## src/common/ocd_pkg.sv

```systemverilog
// Package for the option configuration decoder: option encodings and field positions.
// Assumes a single system clock domain and an option store read once after reset.
package ocd_pkg;

   // Option word layout, as presented by the option store.
   localparam int OPT_W            = 10;
   localparam int OPT_SECURE_BIT   = 0;
   localparam int OPT_FASTWAKE_BIT = 1;
   localparam int OPT_IRQ0_BIT     = 2;
   localparam int OPT_IRQ1_BIT     = 3;
   localparam int OPT_CMPEDGE_LSB  = 4;
   localparam int OPT_CMPEDGE_MSB  = 5;
   localparam int OPT_PWMGATE_BIT  = 6;
   localparam int OPT_TMCLK_BIT    = 7;
   localparam int OPT_PWMRES_BIT   = 8;
   localparam int OPT_SPARE_BIT    = 9;

   // Option word reset value, held until the store has been sampled.
   localparam logic [OPT_W-1:0] OPT_RESET = 10'h000;

   // Register field positions.
   localparam int TMCTL_SRC_LSB    = 4;
   localparam int TMCTL_SRC_MSB    = 7;
   localparam logic [3:0] TMCTL_SRC_FAST = 4'h2;
   localparam int TMSCALE_PWM_BIT  = 7;
   localparam int XTAL_EN_BIT      = 7;
   localparam int XTAL_RANGE_LSB   = 5;
   localparam int XTAL_RANGE_MSB   = 6;
   localparam int CLOCK_MODE_REG_RST_BIT    = 0;
   localparam int PIN_A_BIT5       = 5;

   // Wake-up delay counts in system clocks; plain defaults.
   localparam logic [7:0] WAKE_SLOW_CNT = 8'hff;
   localparam logic [7:0] WAKE_FAST_CNT = 8'h2d;

   // Reset value of the timer bit-8 history.
   localparam logic       T16_BIT8_RESET = 1'b0;

   typedef enum logic [1:0] {
      OCD_EDGE_BOTH,
      OCD_EDGE_RISE,
      OCD_EDGE_FALL,
      OCD_EDGE_RSVD
   } ocd_edge_t;

   typedef enum logic [1:0] {
      OCD_XTAL_OFF,
      OCD_XTAL_LOW,
      OCD_XTAL_MID,
      OCD_XTAL_HIGH
   } ocd_xtal_t;

   typedef enum logic [1:0] {
      OCD_LD_IDLE,
      OCD_LD_REQ,
      OCD_LD_DONE
   } ocd_ld_state_t;

endpackage

```

## src/rtl/ocd_edge_detect.sv

```systemverilog
// Edge detector with selectable edge: both, rising only or falling only.
// Assumes the sampled input is already in the sys_clk domain.
`timescale 1ns/1ns
module ocd_edge_detect
   import ocd_pkg::*;
(
   input  wire logic      sys_clk,
   input  wire logic      rstn,
   input  wire logic      restart,
   input  wire logic      sig_in,
   input  wire ocd_edge_t edge_sel,
   output logic           edge_pulse
);

   logic prev_q;

   always_ff @(posedge sys_clk or negedge rstn) begin
      if (!rstn) begin
         prev_q <= T16_BIT8_RESET;
      end else begin
         prev_q <= sig_in;
      end
   end

   // A restart suppresses the comparison so only a later transition counts.
   always_comb begin
      edge_pulse = 1'b0;
      if (!restart) begin
         case (edge_sel)
            OCD_EDGE_RISE: edge_pulse = sig_in & ~prev_q;
            OCD_EDGE_FALL: edge_pulse = ~sig_in & prev_q;
            OCD_EDGE_BOTH: edge_pulse = sig_in ^ prev_q;
            default:       edge_pulse = 1'b0;
         endcase
      end
   end

endmodule // ocd_edge_detect

```

## src/rtl/ocd_option_decode.sv

```systemverilog
// Option configuration decoder: loads fixed options and applies them to peripherals.
// Assumes option store answers a load request with a valid strobe; pins are asynchronous.
//
// Contract
// - Protection option blocks program read-back.
// - Wake-up option selects slow or fast delay.
// - Source zero routes port A0 or B5.
// - Source one routes port B0 or A4.
// - Comparator interrupt edge: both, rising, falling.
// - Gating option lets comparator gate PWM outputs.
// - Timer source 0010 uses fast oscillator, 16/32.
// - Scale bit 7 gives 6 or 7-bit PWM.
// - Enable and request registers need no reset.
// - Watchdog stops while slow oscillator disabled.
// - Rising bit 8 interrupts at 0x100, 0x300.
// - After restart, next matching bit 8 edge.
// - Falling bit 8 interrupts at 0x200, 0x400.
// - Crystal range bits 6:5: 01, 10, 11.
// - Crystal control bit 7 enables crystal.
// - Clock mode bit 0 makes A5 reset input.
// - Only digital-enabled input pins join wake-up.
`timescale 1ns/1ns
module ocd_option_decode
   import ocd_pkg::*;
(
   input  wire logic             sys_clk,
   input  wire logic             rstn,
   // Option store.
   output logic                  opt_load_req,
   input  wire logic             opt_valid,
   input  wire logic [OPT_W-1:0] opt_word,
   output logic                  opt_loaded,
   // Program read-back.
   input  wire logic             prog_read_req,
   input  wire logic [7:0]       prog_read_data,
   output logic [7:0]            prog_read_out,
   output logic                  prog_read_refused,
   // Wake-up.
   output logic [7:0]            wake_delay,
   output logic                  wake_fast,
   // Pins and external interrupts.
   input  wire logic [7:0]       port_a_pins,
   input  wire logic [7:0]       port_b_pins,
   input  wire logic [7:0]       port_a_dir_out,
   input  wire logic [7:0]       porta_digital_input_enable,
   input  wire logic [7:0]       portb_digital_input_enable,
   output logic [1:0]            ext_irq_src,
   output logic [15:0]           wake_pin_mask,
   output logic                  wake_pin_event,
   // Comparator and PWM.
   input  wire logic             comparator_out,
   output logic                  comparator_irq,
   input  wire logic [2:0]       pwm_raw,
   output logic [2:0]            pwm_out,
   // Timers 2 and 3.
   input  wire logic [7:0]       timer2_control,
   input  wire logic [7:0]       timer3_control,
   input  wire logic [7:0]       timer2_scale,
   input  wire logic [7:0]       timer3_scale,
   output logic [1:0]            timer_fast_clk_sel,
   output logic [1:0]            timer_clk_double,
   output logic [1:0]            pwm_res_reduced,
   output logic [1:0]            pwm_res_7bit,
   // Clocks and watchdog.
   input  wire logic [7:0]       clock_mode_reg,
   input  wire logic             internal_slow_osc_en,
   input  wire logic             watchdog_en,
   output logic                  watchdog_run,
   input  wire logic [7:0]       crystal_osc_control,
   output logic                  external_crystal_osc_en,
   output ocd_xtal_t             crystal_range,
   output logic                  external_reset_req,
   // Sixteen-bit timer bit-8 interrupt.
   input  wire logic [15:0]      sixteen_bit_timer,
   input  wire logic             t16_restart,
   input  wire logic             t16_edge_fall,
   output logic                  t16_irq
);

   logic [OPT_W-1:0] opt_q;
   ocd_ld_state_t    ld_state_q;
   logic [7:0]       pa_s1_q;
   logic [7:0]       pa_s2_q;
   logic [7:0]       pb_s1_q;
   logic [7:0]       pb_s2_q;
   logic [15:0]      wake_prev_q;
   logic             cmp_s1_q;
   logic             cmp_s2_q;
   logic             cmp_irq_raw;
   logic             t16_bit8_irq;
   logic             t16_restart_q;
   ocd_edge_t        cmp_edge;
   ocd_edge_t        t16_edge;
   logic [15:0]      wake_now;

   function automatic logic tm_src_fast(input logic [7:0] ctl);
      tm_src_fast = (ctl[TMCTL_SRC_MSB:TMCTL_SRC_LSB] == TMCTL_SRC_FAST);
   endfunction

   // Option store load sequence; the word is latched once and never rewritten.
   always_ff @(posedge sys_clk or negedge rstn) begin
      if (!rstn) begin
         ld_state_q <= OCD_LD_IDLE;
      end else begin
         case (ld_state_q)
            OCD_LD_IDLE: ld_state_q <= OCD_LD_REQ;
            OCD_LD_REQ:  if (opt_valid) ld_state_q <= OCD_LD_DONE;
            OCD_LD_DONE: ld_state_q <= OCD_LD_DONE;
            default:     ld_state_q <= OCD_LD_IDLE;
         endcase
      end
   end

   always_ff @(posedge sys_clk or negedge rstn) begin
      if (!rstn) begin
         opt_q <= OPT_RESET;
      end else if (ld_state_q == OCD_LD_REQ && opt_valid) begin
         opt_q <= opt_word;
      end
   end

   assign opt_load_req = (ld_state_q == OCD_LD_REQ);
   assign opt_loaded   = (ld_state_q == OCD_LD_DONE);

   // Pin synchronisers.
   always_ff @(posedge sys_clk or negedge rstn) begin
      if (!rstn) begin
         pa_s1_q  <= 8'h00;
         pa_s2_q  <= 8'h00;
         pb_s1_q  <= 8'h00;
         pb_s2_q  <= 8'h00;
         cmp_s1_q <= 1'b0;
         cmp_s2_q <= 1'b0;
      end else begin
         pa_s1_q  <= port_a_pins;
         pa_s2_q  <= pa_s1_q;
         pb_s1_q  <= port_b_pins;
         pb_s2_q  <= pb_s1_q;
         cmp_s1_q <= comparator_out;
         cmp_s2_q <= cmp_s1_q;
      end
   end

   // Program read-back is refused while protected or before options are known.
   always_ff @(posedge sys_clk or negedge rstn) begin
      if (!rstn) begin
         prog_read_out     <= 8'h00;
         prog_read_refused <= 1'b0;
      end else begin
         prog_read_refused <= prog_read_req & (opt_q[OPT_SECURE_BIT] | ~opt_loaded);
         if (prog_read_req && opt_loaded && !opt_q[OPT_SECURE_BIT]) begin
            prog_read_out <= prog_read_data;
         end else begin
            prog_read_out <= 8'h00;
         end
      end
   end

   assign wake_fast  = opt_q[OPT_FASTWAKE_BIT];
   assign wake_delay = wake_fast ? WAKE_FAST_CNT : WAKE_SLOW_CNT;

   // External interrupt routing, registered as data.
   always_ff @(posedge sys_clk or negedge rstn) begin
      if (!rstn) begin
         ext_irq_src <= 2'h0;
      end else begin
         ext_irq_src[0] <= opt_q[OPT_IRQ0_BIT] ? pb_s2_q[5] : pa_s2_q[0];
         ext_irq_src[1] <= opt_q[OPT_IRQ1_BIT] ? pa_s2_q[4] : pb_s2_q[0];
      end
   end

   // Interrupt enable and request storage lives with the core and is not reset here.

   // Wake-up pins: only digital-enabled inputs contribute; cleared bits are analog.
   assign wake_pin_mask = {portb_digital_input_enable, porta_digital_input_enable};
   assign wake_now      = {pb_s2_q, pa_s2_q} & wake_pin_mask;

   always_ff @(posedge sys_clk or negedge rstn) begin
      if (!rstn) begin
         wake_prev_q    <= 16'h0000;
         wake_pin_event <= 1'b0;
      end else begin
         wake_prev_q    <= wake_now;
         wake_pin_event <= |(wake_now ^ wake_prev_q);
      end
   end

   // Comparator interrupt edge.
   always_comb begin
      case (opt_q[OPT_CMPEDGE_MSB:OPT_CMPEDGE_LSB])
         2'h1:    cmp_edge = OCD_EDGE_RISE;
         2'h2:    cmp_edge = OCD_EDGE_FALL;
         default: cmp_edge = OCD_EDGE_BOTH;
      endcase
   end

   ocd_edge_detect u_cmp_edge (
      .sys_clk    (sys_clk),
      .rstn       (rstn),
      .restart    (1'b0),
      .sig_in     (cmp_s2_q),
      .edge_sel   (cmp_edge),
      .edge_pulse (cmp_irq_raw)
   );

   always_ff @(posedge sys_clk or negedge rstn) begin
      if (!rstn) begin
         comparator_irq <= 1'b0;
      end else begin
         comparator_irq <= cmp_irq_raw;
      end
   end

   // PWM gating by comparator output.
   always_ff @(posedge sys_clk or negedge rstn) begin
      if (!rstn) begin
         pwm_out <= 3'h0;
      end else if (opt_q[OPT_PWMGATE_BIT]) begin
         pwm_out <= pwm_raw & {3{cmp_s2_q}};
      end else begin
         pwm_out <= pwm_raw;
      end
   end

   // Timer clock source and PWM resolution per timer.
   always_comb begin
      timer_fast_clk_sel[0] = tm_src_fast(timer2_control);
      timer_fast_clk_sel[1] = tm_src_fast(timer3_control);
      timer_clk_double      = timer_fast_clk_sel & {2{opt_q[OPT_TMCLK_BIT]}};
      pwm_res_reduced[0]    = timer2_scale[TMSCALE_PWM_BIT];
      pwm_res_reduced[1]    = timer3_scale[TMSCALE_PWM_BIT];
      pwm_res_7bit          = pwm_res_reduced & {2{opt_q[OPT_PWMRES_BIT]}};
   end

   // Watchdog needs the slow oscillator.
   assign watchdog_run = watchdog_en & internal_slow_osc_en;

   // Crystal oscillator control decode.
   always_ff @(posedge sys_clk or negedge rstn) begin
      if (!rstn) begin
         external_crystal_osc_en <= 1'b0;
         crystal_range           <= OCD_XTAL_OFF;
      end else begin
         external_crystal_osc_en <= crystal_osc_control[XTAL_EN_BIT];
         case (crystal_osc_control[XTAL_RANGE_MSB:XTAL_RANGE_LSB])
            2'h1:    crystal_range <= OCD_XTAL_LOW;
            2'h2:    crystal_range <= OCD_XTAL_MID;
            2'h3:    crystal_range <= OCD_XTAL_HIGH;
            default: crystal_range <= OCD_XTAL_OFF;
         endcase
      end
   end

   // External reset from port A bit 5, active low, only when it is an input.
   always_ff @(posedge sys_clk or negedge rstn) begin
      if (!rstn) begin
         external_reset_req <= 1'b0;
      end else begin
         external_reset_req <= clock_mode_reg[CLOCK_MODE_REG_RST_BIT] & ~port_a_dir_out[PIN_A_BIT5]
                               & ~pa_s2_q[PIN_A_BIT5];
      end
   end

   // Sixteen-bit timer bit-8 interrupt; a restart, registered once, masks any edge in the following cycle.
   assign t16_edge = t16_edge_fall ? OCD_EDGE_FALL : OCD_EDGE_RISE;

   always_ff @(posedge sys_clk or negedge rstn) begin
      if (!rstn) begin
         t16_restart_q <= 1'b0;
      end else begin
         t16_restart_q <= t16_restart;
      end
   end

   ocd_edge_detect u_t16_edge (
      .sys_clk    (sys_clk),
      .rstn       (rstn),
      .restart    (t16_restart_q),
      .sig_in     (sixteen_bit_timer[8]),
      .edge_sel   (t16_edge),
      .edge_pulse (t16_bit8_irq)
   );

   always_ff @(posedge sys_clk or negedge rstn) begin
      if (!rstn) begin
         t16_irq <= 1'b0;
      end else begin
         t16_irq <= t16_bit8_irq;
      end
   end
endmodule // ocd_option_decode

```

## config.mk

```make
export PLATFORM = sky130hd
export DESIGN_NAME = ocd_option_decode
export DESIGN_NICKNAME = d
export VERILOG_FILES = /design/src/common/ocd_pkg.sv /design/src/rtl/ocd_edge_detect.sv /design/src/rtl/ocd_option_decode.sv
export SDC_FILE = /design/constraint.sdc
export NUM_CORES = 1
export LEC_CHECK = 0
export ABC_AREA = 1
export BUFFER_PORTS_ARGS = -buffer_cell sky130_fd_sc_hd__buf_2
export CAP_MARGIN = 40
export CORE_ASPECT_RATIO = 0.7
export CORE_MARGIN = 4
export CORE_UTILIZATION = 40
export DETAILED_ROUTE_END_ITERATION = 8
export PLACE_DENSITY = 0.8
export SYNTH_ARGS = -nofsm -noshare
export SYNTH_HDL_FRONTEND = slang
export SYNTH_SLANG_ARGS = --single-unit
```

## constraint.sdc

```tcl
create_clock -name sys_clk -period 3.2 [get_ports sys_clk]
set_clock_uncertainty 0.05 [all_clocks]
set_input_delay 0.16 -clock sys_clk [delete_from_list [all_inputs] [get_ports sys_clk]]
set_output_delay 0.16 -clock sys_clk [all_outputs]
set_load 0.03 [all_outputs]
```

==> results.cfg <==
[placed_design]
port_buffers = 129
place.gp.congestion = 0.711
place_area_sq_um = 3870
pre_cts_slack_ps = 1750
hpwl_mm = 4.63

[logic_synthesis]
avgSynthCellArea_sq_um = 10.4
yosys_warnings = 0
ys_ff_latch = 85
syn_inst = 314
netlist_area_sq_um = 3260
ys_seq_area_share_pct = 65.2
yosysUniqueCellTypes = 19

[floorplan]
ioPinCount = 191
rows = 27
dieArea_sq_um = 9690
start_util_pct = 41.3
dieWidth_um = 116
die_y_um = 83.6
core-area_sq_um = 7910

[drt]
remaining_drc_errors = 0
drtAntennaViolNets = 0
first_pass_iters = 5
first_iter_violations = 91
routed_via_density = 4.28
routed_wl_mm = 6.68
vias = 2437
wl_per_cell_um = 11.7

[timing]
slew_headroom_pct = 65.5
hold_viol_final = 0
worstMarginPinSlew_ps = 517
hold-worst-slack_ps = 14.9
fmaxAchievable_mhz = 679
tns_ps = 0
period_minus_slack_ps = 1470
setup_violations = 0
finalWorstSetupSlack_ps = 1730
final-max-slew-violation-count = 0
final.period_utilization_pct = 46.0
rsz0062_at_grt = false

[worst_setup_path]
path_class = flip-flop to flip-flop
critPathMaxStageDelay_ps = 380
crit_required_ps = 3360
cp_max_fo = 14
crit_path_start_kind = flip-flop
crit_chain = inv_1 > ha_1 > nand2_2 > mux2_2
critical_path_buf_inv_count = 1
cp-end-kind = flip-flop
critPathArrivalTime_ps = 1630
cpMaxStageDelayCell = mux2_2
path_delay_family = multiplexers

[grt]
grt_pass1_vias = 2517
grt_max_degree = 48
grt_first_pass_wirelength_mm = 10.9
antenna_found_initial = 0
grt.overflow.total = 0
grtUsageTotal_pct = 14.5

[finish]
final_cell_area_sq_um = 4470
multi_input_area_sq_um = 726
drive_gt1_share_pct = 32.2
fill_cells = 676
synthToLayoutAreaGrowth_pct = 37.1
diodes = 0
nets = 606
seq_area_sq_um = 2130

[clock_tree]
cts_made_buffers = 9
cts_root_buf = clkbuf_16
tritoncts = yes
cts-resized-gates = 0
cts.path.max_buffers = 2
cts.sinks = 85
clk_pin_slew_ps = 60
holdBufCountCts = 32
post_cts_buffers = 0
cts-htree-levels = 3
clk_latency_ps = 330

[power_and_ir_drop]
max-vdd-ir-drop_mv = 0.474
leakagePower_nw = 2.57
powerDensity_nw_per_um2 = 639

[min_path]
hp-class = input port to flip-flop

[run_status]
outcome = finished, final reports clean

[run]
timing.max_cap.violations = 0
-- final cells by class --
class	instances	share of cell area [%]
flip-flops and latches	85	47.6
inverters	58	4.87
well taps	101	2.83
clock inverters	5	0.615
repair buffers	164	22.7
multi-input cells	146	16.2
clock buffers	11	5.20
-- cell usage after synthesis --
cell | n | area, sq um
buf_4 | 26 | 195
nand3b_1 | 2 | 15.0
nor3b_1 | 1 | 7.51
nand2_1 | 68 | 255
dfrtp_1 | 85 | 2130
conb_1 | 1 | 3.75
a21oi_1 | 6 | 30.0
nand3_1 | 12 | 60.1
o21ai_0 | 2 | 10.0
nand2_2 | 1 | 6.26
mux2_2 | 6 | 67.6
o211ai_1 | 1 | 7.51
nor2_1 | 29 | 109
a21boi_0 | 4 | 30.0
clkbuf_1 | 2 | 7.51
o21a_1 | 1 | 7.51
ha_1 | 8 | 100
inv_1 | 58 | 218
nor3_1 | 1 | 5.00
-- cell usage in the layout, fill, tap and decap left out, types with 2 or more instances in the layout --
cell type / n
buf_2: 128
dfrtp_1: 85
nand2_1: 68
inv_1: 58
dlygate4sd3_1: 34
nor2_1: 29
nand3_1: 12
clkbuf_16: 9
ha_1: 8
mux2_2: 6
a21oi_1: 6
a21boi_0: 4
conb_1: 4
clkinv_2: 4
nand3b_1: 2
o21ai_0: 2
clkbuf_1: 2
-- metrics by stage --
stage	total power, mW	util [%]	std cells
2_1_floorplan	1.76	-	317
3_3_place_gp	1.91	48.6	519
3_5_place_dp	1.95	49.0	520
4_1_cts	2.91	56.3	568
5_1_grt	3.02	56.6	570
6_report	2.86	56.6	570
-- per-layer routing --
metal / vias to the layer above / wire length [um] / GRT usage (%)
met1: 1098 / 2610 / 16.4
met2: 114 / 3200 / 23.4
li1: 1210 / - / -
met4: 0 / 98 / 5.48
met5: - / 0 / 0
met3: 15 / 773 / 7.17
-- state kept, by name (all words and copies together) (netlist names), 2 cells and up --
signal / count
wake_prev_q: 16
opt_q: 9
pa_s1_q: 8
pa_s2_q: 8
pb_s1_q: 8
pb_s2_q: 8
prog_read_out: 8
pwm_out: 3
crystal_range: 2
ext_irq_src: 2
ld_state_q: 2
-- report_power, final --
group / internal [mW] / total (mW) / leakage, nW / switching (mW)
Clock: 0.520 / 0.902 / 0.129 / 0.383
Combinational: 0.245 / 0.678 / 1.42 / 0.433
Sequential: 1.21 / 1.28 / 1.03 / 0.0663
-- worst paths after layout --
kind | from | endpoint | slack, ps | cells past startpoint
setup / recovery | ld_state_q[1] | opt_q[6] | 1730 | 4
hold / removal | opt_word[8] | opt_q[8] | 10 | 2
setup reg to reg | ld_state_q[1] | opt_q[6] | 1730 | 4
hold reg to reg | pa_s1_q[5] | pa_s2_q[5] | 300 | 0
max in group asynchronous | rstn | opt_q[5] | 2190 | 3
min in group asynchronous | rstn | wake_prev_q[15] | 310 | 2
-- kinds of logic after synthesis --
logic type	share of synthesized area, %
simple gates	14.0
buf+inv	12.9
flops	65.2
other cells	0.115
mux	2.07
compound gates	2.61
fa+ha+maj	3.07
Note: power is estimated with default switching activity, not from simulation.
